<file path="config.mk">
export PLATFORM = sky130hd
export DESIGN_NAME = pmcap_regs
export DESIGN_NICKNAME = d
export VERILOG_FILES = /design/src/pmcap_pkg.sv /design/src/pmcap_data_window.sv /design/src/pmcap_regs.sv
export VERILOG_INCLUDE_DIRS = /design/src
export SDC_FILE = /design/constraint.sdc
export NUM_CORES = 1
export LEC_CHECK = 0
export BUFFER_PORTS_ARGS = -buffer_cell sky130_fd_sc_hd__buf_4
export CELL_PAD_IN_SITES_DETAIL_PLACEMENT = 2
export CELL_PAD_IN_SITES_GLOBAL_PLACEMENT = 2
export CORE_MARGIN = 2
export CORE_UTILIZATION = 24
export DETAILED_ROUTE_END_ITERATION = 10
export PLACE_DENSITY = 0.75
export SLEW_MARGIN = 20
export SYNTH_ARGS = -nofsm -noshare
export SYNTH_HDL_FRONTEND = slang
export SYNTH_SLANG_ARGS = --single-unit
export TNS_END_PERCENT = 1
</file>
<file path="constraint.sdc">
create_clock -name REF_CLK -period 1.4 [get_ports REF_CLK]
set_input_delay 0.14 -clock REF_CLK [delete_from_list [all_inputs] [get_ports REF_CLK]]
set_output_delay 0.14 -clock REF_CLK [all_outputs]
set_load 0.03 [all_outputs]
</file>
<file path="src/pmcap_params.svh">
`ifndef PMCAP_PARAMS_SVH
`define PMCAP_PARAMS_SVH

// Configuration offsets, relative to the capability base
`define PMCAP_OFS_ID_WORD 8'h00
`define PMCAP_OFS_CSR_WORD 8'h04

// Fixed capability word contents
`define PMCAP_CAPABILITY_IDENTIFIER_VAL 8'h01
`define PMCAP_NEXT_PTR_VAL 8'h00
`define PMCAP_WAKE_SUPPORT_VAL 5'h0C
`define PMCAP_D2_SUP_VAL 1'h1
`define PMCAP_D1_SUP_VAL 1'h0
`define PMCAP_AUX_CUR_VAL 3'h0
`define PMCAP_DSI_VAL 1'h0
`define PMCAP_CAP_RSVD_VAL 1'h0
`define PMCAP_WAKE_CLK_VAL 1'h0
`define PMCAP_VERSION_VAL 3'h2
`define PMCAP_BSE_VAL 8'h00

// Control/status field positions
`define PMCAP_WAKE_STATUS_BIT 15
`define PMCAP_DATA_SCALE_LSB 13
`define PMCAP_DATA_SELECT_LSB 9
`define PMCAP_WAKE_EN_BIT 8
`define PMCAP_PSTATE_LSB 0
`define PMCAP_DATA_BYTE_LSB 24

// Reset values
`define PMCAP_PSTATE_RST 2'h0
`define PMCAP_DATA_SEL_RST 4'h0
`define PMCAP_DATA_SCALE_RST 2'h0
`define PMCAP_WAKE_EN_RST 1'h0
`define PMCAP_WAKE_STATUS_RST 1'h0

// Forbidden scale code and number of data window entries
`define PMCAP_SCALE_ILLEGAL 2'h0
`define PMCAP_DATA_SEL_NUM 9

`endif

</file>
<file path="src/pmcap_pkg.sv">
package pmcap_pkg;

  // Power state codes of the two-bit select field
  typedef enum logic [1:0] {
    PMCAP_D0 = 2'b00,
    PMCAP_D1_FORBIDDEN = 2'b01,
    PMCAP_D2 = 2'b10,
    PMCAP_D3HOT = 2'b11
  } pmcap_pstate_type;

  // Writable and sticky part of the control/status word
  typedef struct packed {
    logic wake_status;
    logic [1:0] data_scale;
    logic [3:0] data_select;
    logic wake_enable;
    pmcap_pstate_type power_state_select;
  } pmcap_csr_type;

  // One configuration access
  typedef struct packed {
    logic rd;
    logic wr;
    logic [7:0] addr;
    logic [3:0] be;
    logic [31:0] wdata;
  } pmcap_cfg_req_type;

endpackage

</file>
<file path="src/pmcap_data_window.sv">
`timescale 1ns/1ps
`include "pmcap_params.svh"

module pmcap_data_window
  import pmcap_pkg::*;
#(
  parameter int SEL_NUM = `PMCAP_DATA_SEL_NUM,
  parameter logic [8*SEL_NUM-1:0] DATA_VALUES = '0
)(
  input wire logic clk,
  input wire logic rst,
  input wire logic [3:0] data_select,
  output logic [7:0] data_q
);

  logic [7:0] table_mem [SEL_NUM];

  // Table is fixed content; a parameter keeps it free of any file
  always_comb begin
    for (int i = 0; i < SEL_NUM; i++) begin
      table_mem[i] = DATA_VALUES[8*i +: 8];
    end
  end

  // Codes above the table read zero rather than wrap around
  always_ff @(posedge clk or posedge rst) begin
    if (rst) begin
      data_q <= 8'h00;
    end else if (32'(data_select) < SEL_NUM) begin
      data_q <= table_mem[data_select];
    end else begin
      data_q <= 8'h00;
    end
  end

endmodule

</file>
<file path="src/pmcap_regs.sv">
// Behaviour
// Identifier byte always reads 01h.
// Next-pointer byte always reads 00h.
// Wake-support field bits 31:27 reads 0Ch: D2 and D3hot only.
// Bit 26 reads one (D2 supported), bit 25 zero (no D1).
// Auxiliary current bits 24:22 read 000b.
// Bit 19 reads zero: no clock needed to signal wake.
// Version bits 18:16 read 010b.
// Wake status bit 15 reads one while wake is asserted; resets zero.
// Wake enable bit 8 gates wake; clear means wake never asserted.
// Power state: 00b D0, 10b D2, 11b D3hot; reset 00b; 01b forbidden.
// Software clears wake enable, then writes one to wake status.
// Bridge extension byte reads 00h, bits 23 and 22 zero.
// Data select, reset zero, picks power or temperature entry.
// Data scale codes 1h..3h give units; software never writes 0h.
// Data byte 31:24 shows the entry chosen by data select.
// Packet or bus reset in D2/D3hot with enable raises wake.
// Write one to status, or clearing enable, drops wake.
// A forbidden power-state write keeps the old state.
`timescale 1ns/1ps
`include "pmcap_params.svh"

module pmcap_regs
  import pmcap_pkg::*;
#(
  parameter int SEL_NUM = `PMCAP_DATA_SEL_NUM,
  parameter logic [8*SEL_NUM-1:0] DATA_VALUES = '0
)(
  input wire logic REF_CLK,
  input wire logic RST,
  input pmcap_cfg_req_type CFG_REQ,
  output logic CFG_ACK,
  output logic [31:0] CFG_RDATA,
  input wire logic PKT_RX_IN,
  input wire logic BUS_RESET_IN,
  output logic WAKE_N_O,
  output logic WAKE_N_OE,
  output pmcap_pstate_type POWER_STATE
);

  pmcap_csr_type csr_q;
  pmcap_csr_type csr_d;
  logic [1:0] sync1_q;
  logic [1:0] sync2_q;
  logic [1:0] sync3_q;
  logic [1:0] filt_q;
  logic [1:0] rise;
  logic sleeping;
  logic wake_evt;
  logic hit_id;
  logic hit_csr;
  logic wr_lo;
  logic wr_hi;
  logic status_clr;
  logic wake_oe_q;
  logic ack_q;
  logic [31:0] rdata_q;
  logic [31:0] rdata_d;
  logic [7:0] win_byte;
  logic [15:0] cap_word;

  // True when the access targets the given word, read or write alike
  function automatic logic word_hit(input pmcap_cfg_req_type req,
                                    input logic [7:0] ofs);
    word_hit = (req.addr == ofs);
  endfunction

  // A state from which the function may signal wake
  function automatic logic can_wake(input pmcap_pstate_type ps);
    can_wake = (ps == PMCAP_D2) || (ps == PMCAP_D3HOT);
  endfunction

  assign hit_id = word_hit(CFG_REQ, `PMCAP_OFS_ID_WORD);
  assign hit_csr = word_hit(CFG_REQ, `PMCAP_OFS_CSR_WORD);
  assign wr_lo = CFG_REQ.wr && hit_csr && CFG_REQ.be[0];
  assign wr_hi = CFG_REQ.wr && hit_csr && CFG_REQ.be[1];
  assign status_clr = wr_hi && CFG_REQ.wdata[`PMCAP_WAKE_STATUS_BIT];

  // Fixed capability bits, built once from the constants
  assign cap_word = {`PMCAP_WAKE_SUPPORT_VAL,
                     `PMCAP_D2_SUP_VAL, `PMCAP_D1_SUP_VAL,
                     `PMCAP_AUX_CUR_VAL,
                     `PMCAP_DSI_VAL, `PMCAP_CAP_RSVD_VAL,
                     `PMCAP_WAKE_CLK_VAL,
                     `PMCAP_VERSION_VAL};

  // Event pins come from the serial-bus side; three stages each
  always_ff @(posedge REF_CLK or posedge RST) begin
    if (RST) begin
      sync1_q <= 2'h0;
      sync2_q <= 2'h0;
      sync3_q <= 2'h0;
    end else begin
      sync1_q <= {BUS_RESET_IN, PKT_RX_IN};
      sync2_q <= sync1_q;
      sync3_q <= sync2_q;
    end
  end

  // A level change is accepted only once stages two and three agree
  always_ff @(posedge REF_CLK or posedge RST) begin
    if (RST) begin
      filt_q <= 2'h0;
    end else begin
      for (int i = 0; i < 2; i++) begin
        if (sync2_q[i] == sync3_q[i]) begin
          filt_q[i] <= sync3_q[i];
        end
      end
    end
  end

  // Rising edge of each filtered event, one cycle wide
  always_comb begin
    for (int i = 0; i < 2; i++) begin
      rise[i] = (sync2_q[i] == sync3_q[i]) && sync3_q[i] && !filt_q[i];
    end
  end

  assign sleeping = can_wake(csr_q.power_state_select);
  assign wake_evt = (|rise) && sleeping && csr_q.wake_enable;

  // Next value of the control/status fields
  always_comb begin
    csr_d = csr_q;
    if (wr_lo) begin
      // Forbidden code is dropped so the state never becomes D1
      if (CFG_REQ.wdata[`PMCAP_PSTATE_LSB +: 2] != PMCAP_D1_FORBIDDEN) begin
        csr_d.power_state_select =
          pmcap_pstate_type'(CFG_REQ.wdata[`PMCAP_PSTATE_LSB +: 2]);
      end
    end
    if (wr_hi) begin
      csr_d.wake_enable = CFG_REQ.wdata[`PMCAP_WAKE_EN_BIT];
      csr_d.data_select = CFG_REQ.wdata[`PMCAP_DATA_SELECT_LSB +: 4];
      // Scale code zero has no meaning; keep the last legal one
      if (CFG_REQ.wdata[`PMCAP_DATA_SCALE_LSB +: 2] !=
          `PMCAP_SCALE_ILLEGAL) begin
        csr_d.data_scale = CFG_REQ.wdata[`PMCAP_DATA_SCALE_LSB +: 2];
      end
    end
    // A wake event in the clearing cycle is not lost: set beats clear
    if (wake_evt) begin
      csr_d.wake_status = 1'b1;
    end else if (status_clr) begin
      csr_d.wake_status = 1'b0;
    end
  end

  // Control/status storage
  always_ff @(posedge REF_CLK or posedge RST) begin
    if (RST) begin
      csr_q.wake_status <= `PMCAP_WAKE_STATUS_RST;
      csr_q.data_scale <= `PMCAP_DATA_SCALE_RST;
      csr_q.data_select <= `PMCAP_DATA_SEL_RST;
      csr_q.wake_enable <= `PMCAP_WAKE_EN_RST;
      csr_q.power_state_select <= pmcap_pstate_type'(`PMCAP_PSTATE_RST);
    end else begin
      csr_q <= csr_d;
    end
  end

  // Wake pin follows status and enable; clearing either drops it
  always_ff @(posedge REF_CLK or posedge RST) begin
    if (RST) begin
      wake_oe_q <= 1'b0;
    end else begin
      wake_oe_q <= csr_d.wake_status && csr_d.wake_enable;
    end
  end

  // Open-drain: only ever pulls low
  assign WAKE_N_O = 1'b0;
  assign WAKE_N_OE = wake_oe_q;
  assign POWER_STATE = csr_q.power_state_select;

  // Power and temperature table behind the data byte
  pmcap_data_window #(
    .SEL_NUM(SEL_NUM),
    .DATA_VALUES(DATA_VALUES)
  ) u_window (
    .clk(REF_CLK),
    .rst(RST),
    .data_select(csr_q.data_select),
    .data_q(win_byte)
  );

  // Read data mux; unmapped offsets read zero
  always_comb begin
    rdata_d = 32'h0000_0000;
    if (hit_id) begin
      rdata_d = {cap_word, `PMCAP_NEXT_PTR_VAL, `PMCAP_CAPABILITY_IDENTIFIER_VAL};
    end else if (hit_csr) begin
      rdata_d[`PMCAP_DATA_BYTE_LSB +: 8] = win_byte;
      rdata_d[23:16] = `PMCAP_BSE_VAL;
      rdata_d[`PMCAP_WAKE_STATUS_BIT] = csr_q.wake_status;
      rdata_d[`PMCAP_DATA_SCALE_LSB +: 2] = csr_q.data_scale;
      rdata_d[`PMCAP_DATA_SELECT_LSB +: 4] = csr_q.data_select;
      rdata_d[`PMCAP_WAKE_EN_BIT] = csr_q.wake_enable;
      rdata_d[`PMCAP_PSTATE_LSB +: 2] = csr_q.power_state_select;
    end
  end

  // Read data is held until the next read; ack marks each access
  always_ff @(posedge REF_CLK or posedge RST) begin
    if (RST) begin
      rdata_q <= 32'h0000_0000;
      ack_q <= 1'b0;
    end else begin
      ack_q <= CFG_REQ.rd || CFG_REQ.wr;
      if (CFG_REQ.rd) begin
        rdata_q <= rdata_d;
      end
    end
  end

  assign CFG_ACK = ack_q;
  assign CFG_RDATA = rdata_q;
endmodule

</file>
==> results.tsv, run 1 <==
metric	value	unit
Worst path top cell family by delay	simple AND/OR/NAND/NOR gates	
P_leak	0.943	nW
Yosys warnings	0	
power per cell area	1020	nW/um2
routed wire length	3.44	mm
Required @ worst endpoint	1.57	ns
H-tree levels	2	
total die area	6660	um2
Startpoint Class	input pin	
XOR/XNOR Fraction of Synth Area	0	%
GRT overflow	0	
CP Buf/Inv Count	2	
Max FO, Critical Path	12	
CTS sink count	31	
largest family of logic cells by synthesized area	buffers and inverters	
Hold Vio Cnt, Final	0	
Synth Area in Compound Gates	8.74	%
Max Cap Viol	0	
# diodes	0	
share of layout cells above drive strength 1	38.6	%
post-DP HPWL	2.61	mm
Hold Path Class	input pin to register	
PortBufs	43	
CTS tree	built	
GRT Util Overall	11.4	%
FILL cells	660	
multiplexer share of the synthesized area	5.45	%
register bit total from synthesis	31	
Max stage delay on crit path	0.56	ns
leading area contributor after synthesis	dfrtp_1	
status	complete, no violations	
CP cell instances	buf_4 -> or4_4 -> nor3_4 -> buf_12 -> mux2_2	
I/O pins	87	
kind of critical path	input pin to register	
DR iter-0 viols	43	
Post-Synth Simple-Gate Area	11.8	%
setup violators final	0	
Post-DRT Antenna Nets	0	
vias in the first global route	1122	
fin area	1930	um2
Avg Inst Size Synth	10.9	um2
Root Buffer	clkbuf_8	
initial antenna violation count	0	
row count	28	
Placed Area	1800	um2
fin. max-slew vios	0	
Worst setup EP type	register	
WL/cell	13.3	um
worst-skew pair later-pin latency	0.29	ns
number of remaining DRC errors	0	
Clock Tree Buf Depth	2	
critical path data arrival time	1.55	ns
Critical Path Slowest Stage Cell	or4_4	
Post-Synth Adder-Cell Area	1.73	%
global placement routability congestion	0.739	
first-pass GRT wire length	5.46	mm
share of the synthesized area in the top cell type	53.6	%
hold_ws	0.0730	ns
sequential cell area	776	um2
DIE WIDTH	81.6	um
core area	5890	um2
sequential area share after synthesis	53.6	%
Post-Synthesis Cells	133	
multi-input logic area	489	um2
largest net degree at the start of global routing	32	
Cell Area, Synth	1450	um2
vias	1048	
worst vdd ir	0.000355	V
Netlist cell types	25	
Clock Skews	0.00613	ns
Final min period	1.38	ns
Peak Freq	0.727	GHz
final worst-path cycle share	98.2	%
Area Growth Syn to Fin	33.7	%
Reg clk slew, reported paths	0.06	ns
drt via density	4.05	
CTS buffer count	5	
die height	81.6	um
DRT Pass-1 Iters	4	
RSZ-0062 raised after global routing	true	
initial core utilization	24.6	%
NumNets Final	235	
most area-consuming cells after synthesis	dfrtp_1 (54%), buf_4 (12%), mux2_2 (5.4%), nand2_1 (4.4%), o22ai_1 (4.3%)	
cells in the final DEF (no fill, tap or decap), drive strengths merged, types with 2 or more instances in the layout:
| cell | n |
|---|---|
| or2 | 2 |
| nand2b | 2 |
| nand2 | 17 |
| ha | 2 |
| a22o | 2 |
| o22ai | 10 |
| a21oi | 3 |
| buf | 50 |
| clkbuf | 8 |
| conb | 19 |
| dlygate4sd3 | 3 |
| o21ai | 4 |
| mux2 | 7 |
| dfrtp | 31 |
| inv | 15 |
| nor3 | 3 |
report_power, final:
group          total [mW]  switching (mW)  internal, mW
Clock               0.793           0.345         0.448
Sequential          0.946          0.0184         0.928
Combinational       0.237           0.144        0.0929
final cells by class:
class / instances / area share, %
Sequential cell: 31 / 40.1
Multi-Input combinational cell: 77 / 25.3
Timing Repair Buffer: 53 / 21.6
Clock buffer: 8 / 5.18
Tap cell: 75 / 4.85
Inverter: 15 / 2.91
repair_timing:
item | CTS | global route
endpoints found under the setup margin | 0 | 4
gates resized for setup | 0 | 1
hold buffers | 3 | 0
endpoints found under the hold margin | 33 | 0
buffers inserted | 0 | 0
routing by layer:
metal / global-route usage, % / vias up / part of all wire, %
li1: - / 488 / -
met1: 12.8 / 517 / 40
met2: 19.6 / 36 / 52
met3: 3.41 / 7 / 6.1
met4: 5.50 / 0 / 2.3
met5: 0 / - / 0
metrics by stage:
stage	worst slack, ns	power [mW]	instances	util (%)	setup TNS, ns
global route	-0.00525	2.06	259	32.8	-0.00525
finish	0.0249	1.98	259	32.8	0
detailed placement	-0.279	1.20	248	30.5	-3.91
CTS	0.0131	1.99	259	32.7	0
floorplan	-0.100	1.14	151	-	-0.404
global placement	-0.253	1.19	248	30.5	-3.27
synth_stat cells:
cell,instances
clkbuf_1,2
conb_1,1
or4_4,1
o21ai_0,3
o22ai_1,10
nor4_1,1
buf_6,2
nand2_1,17
or4b_4,1
o21ai_2,1
a22o_1,2
nor3_1,1
inv_1,15
ha_1,2
or2_2,1
or2_1,1
nand2b_1,2
mux2_2,7
dfrtp_1,31
a21oi_1,3
nor3_4,2
nand3b_1,1
a21o_1,1
buf_4,24
nand3_1,1
final timing paths:
| kind | depth (start not counted) | startpoint | slack (ns) | end |
|---|---|---|---|---|
| worst max-delay path | 5 | CFG_REQ[43] | 0.02 | csr_q[4] |
| worst min-delay path | 2 | CFG_REQ[44] | 0.07 | CFG_ACK |
| worst max register to register | 5 | sync2_q[0] | 0.22 | WAKE_N_OE |
| worst min register to register | 0 | sync1_q[0] | 0.34 | sync2_q[0] |
| max in group asynchronous | 4 | RST | 0.60 | sync1_q[0] |
| min in group asynchronous | 4 | RST | 0.50 | CFG_RDATA[8] |
sequential cells by signal (all words and copies together) (netlist names):
name	cells
WAKE_N_OE	1
sync1_q	2
POWER_STATE	2
CFG_RDATA	11
filt_q	2
csr_q	8
CFG_ACK	1
sync3_q	2
sync2_q	2
kinds of logic after synthesis:
kind of cell | count (synthesis)
AOI/OAI and AO/OA | 20
buffers and inverters | 43
and+or+nand+nor | 29
DFF | 31
other | 1
adders and majority gates | 2
muxes | 7
(Power assumes the default switching activity.)
==> run 2, diff against run 1 <==
CORE_UTILIZATION = 22   (was 24)
PLACE_DENSITY = 0.73   (was 0.75)
clock period = 1.12 ns   (was 1.4 ns; I/O delays follow)
==> run 2 against run 1 <==
Net effect: largest cell class unchanged; the flow now finishes with violations (negative setup slack); sequential share of layout area fell by 2.7 points; utilization is 0.21 points lower; register-to-register slack got worse by 0.29 ns.
==> results.tsv, run 2 (same netlist as run 1, synthesis figures left out) <==
metric	value	unit	change
status	complete, but fails checks		
failing checks	negative setup slack		
vias in the first global route	1159		+3.3%
worst-skew pair later-pin latency	0.28	ns	about the same
GRT Util Overall	10.7	%	-0.66 points
initial antenna violation count	0		unchanged
largest net degree at the start of global routing	32		unchanged
Max FO, Critical Path	7		-5
CTS buffer count	5		unchanged
Clk pwr share	36.9	%	-3.2 points
DIE WIDTH	85.1	um	+4.2%
# diodes	0		unchanged
register-to-register setup slack	-0.07	ns	-0.29 ns
Final Core Density	32.6	%	-0.21 points
row count	29		+3.6%
first-pass GRT wire length	5.89	mm	+7.8%
Required @ worst endpoint	1.29	ns	-0.28 ns
RSZ-0062 raised after global routing	true		
CTS tree	built		
kind of critical path	input pin to register		
Clock Skews	0.00477	ns	-0.00136 ns
drt via density	4.05		+0.16%
setup violators final	23		+23
routed wire length	3.73	mm	+8.6%
commonest cells after routing, fill and taps aside	buf_4 (48), dfrtp_1 (31), conb_1 (19)		
number of remaining DRC errors	0		unchanged
worst vdd ir	0.000520	V	+47%
NumNets Final	241		+2.6%
critical path data arrival time	1.49	ns	-0.06 ns
Hold Path Class	input pin to register		
DR iter-0 viols	44		+2.3%
core area	6350	um2	+7.9%
Largest register FFs	11		unchanged
H-tree levels	2		unchanged
Hold Vio Cnt, Final	0		unchanged
most common cell after layout, fill and taps aside	buf_4		
logic gate share of total power	13.6	%	+1.6 points
Max stage delay on crit path	0.55	ns	about the same
die height	85.1	um	+4.2%
Power Total	2.39	mW	+21%
switch share	25.7	%	+0.070 points
Reg clk slew, reported paths	0.07	ns	about the same
Area Growth Syn to Fin	43.3	%	
WL/cell	14.0	um	+5.8%
Root Buffer	clkbuf_8		
global placement routability congestion	0.725		-1.9%
Worst Slack Setup Final	-0.202	ns	-0.227 ns
PortBufs	43		unchanged
NetSw	0.614	mW	+21%
P_leak	0.999	nW	+5.9%
power per cell area	1150	nW/um2	+13%
share of layout cells above drive strength 1	47.1	%	+8.5 points
DRT Pass-1 Iters	4		unchanged
final worst-path cycle share	118	%	
Startpoint Class	input pin		
fin. max-slew vios	0		unchanged
post-DP HPWL	2.65	mm	+1.5%
Place WS	-0.520	ns	-0.240 ns
Peak Freq	0.756	GHz	
CP cell instances	buf_6 -> or4b_4 -> nor3_4 -> buf_12 -> buf_8 -> nand2_2 -> a22o_1		
Max Cap Viol	0		unchanged
initial core utilization	22.8	%	-1.8 points
Reg power frac	49.5	%	+1.6 points
Clock Tree Buf Depth	2		unchanged
Final min period	1.32	ns	
Worst setup EP type	register		
Pint	1.77	mW	+21%
total die area	7240	um2	+8.6%
Critical Path Slowest Stage Cell	or4b_4		
CTS sink count	31		unchanged
I/O pins	87		unchanged
Post-DRT Antenna Nets	0		unchanged
vias	1078		+2.9%
GRT overflow	0		unchanged
## run 2: per-stage QoR
step	instances	TNS, ns	hold slack [ns]	cell area, um2
global placement	253	-9.75	0.229	1820
CTS	265	-3.86	0.0362	1980
detailed placement	253	-10.20	0.227	1820
finish	266	-2.90	0.0512	2070
global route	266	-3.55	0.0375	2070
floorplan	151	-4.22	0.143	1530
## run 2: power by group through the flow
stage	registers [mW]	clock network, mW	logic, mW
global route	1.19	0.979	0.354
global placement	1.20	0	0.289
floorplan	1.20	0	0.226
detailed placement	1.20	0	0.297
finish	1.18	0.880	0.325
CTS	1.18	0.937	0.316
## run 2: worst paths after layout
path | start | end | cells past startpoint
setup / recovery | CFG_REQ[39] | csr_q[7] | 7
hold / removal | CFG_REQ[44] | CFG_ACK | 2
setup reg to reg | sync3_q[0] | WAKE_N_OE | 5
hold reg to reg | sync1_q[1] | sync2_q[1] | 0
max in group asynchronous | RST | csr_q[5] | 4
min in group asynchronous | RST | CFG_RDATA[1] | 4
## run 2: final cells by class
cell class,instances,area (um2)
fillers,697,4280
flip-flops and latches,31,776
multi-input cells,77,563
repair buffers,59,493
well taps,77,96.3
clock buffers,6,82.6
inverters,15,56.3
clock inverters,1,5.00
## run 2: layer usage
metal	vias to the layer above	GRT usage (%)	wire length [um]
met1	536	12.7	1470
met5	-	0	0
met3	5	3.60	237
met2	36	18.2	1980
met4	0	3.46	49
li1	501	-	-
## run 2: critical path, delay by kind of cell
family                 cells  cell delay (ns)
AND/OR/NAND/NOR            3             0.82
buffers and inverters      3             0.36
AO/OA/AOI/OAI              1             0.18
## run 2: repair_timing
action / 4_1_cts / 5_1_grt
setup buffers: 2 / 1
pin swaps: 8 / 6
endpoints found under the hold margin: 33 / 0
setup endpoints to repair: 23 / 24
hold buffers: 3 / 0
gates resized for setup: 8 / 16
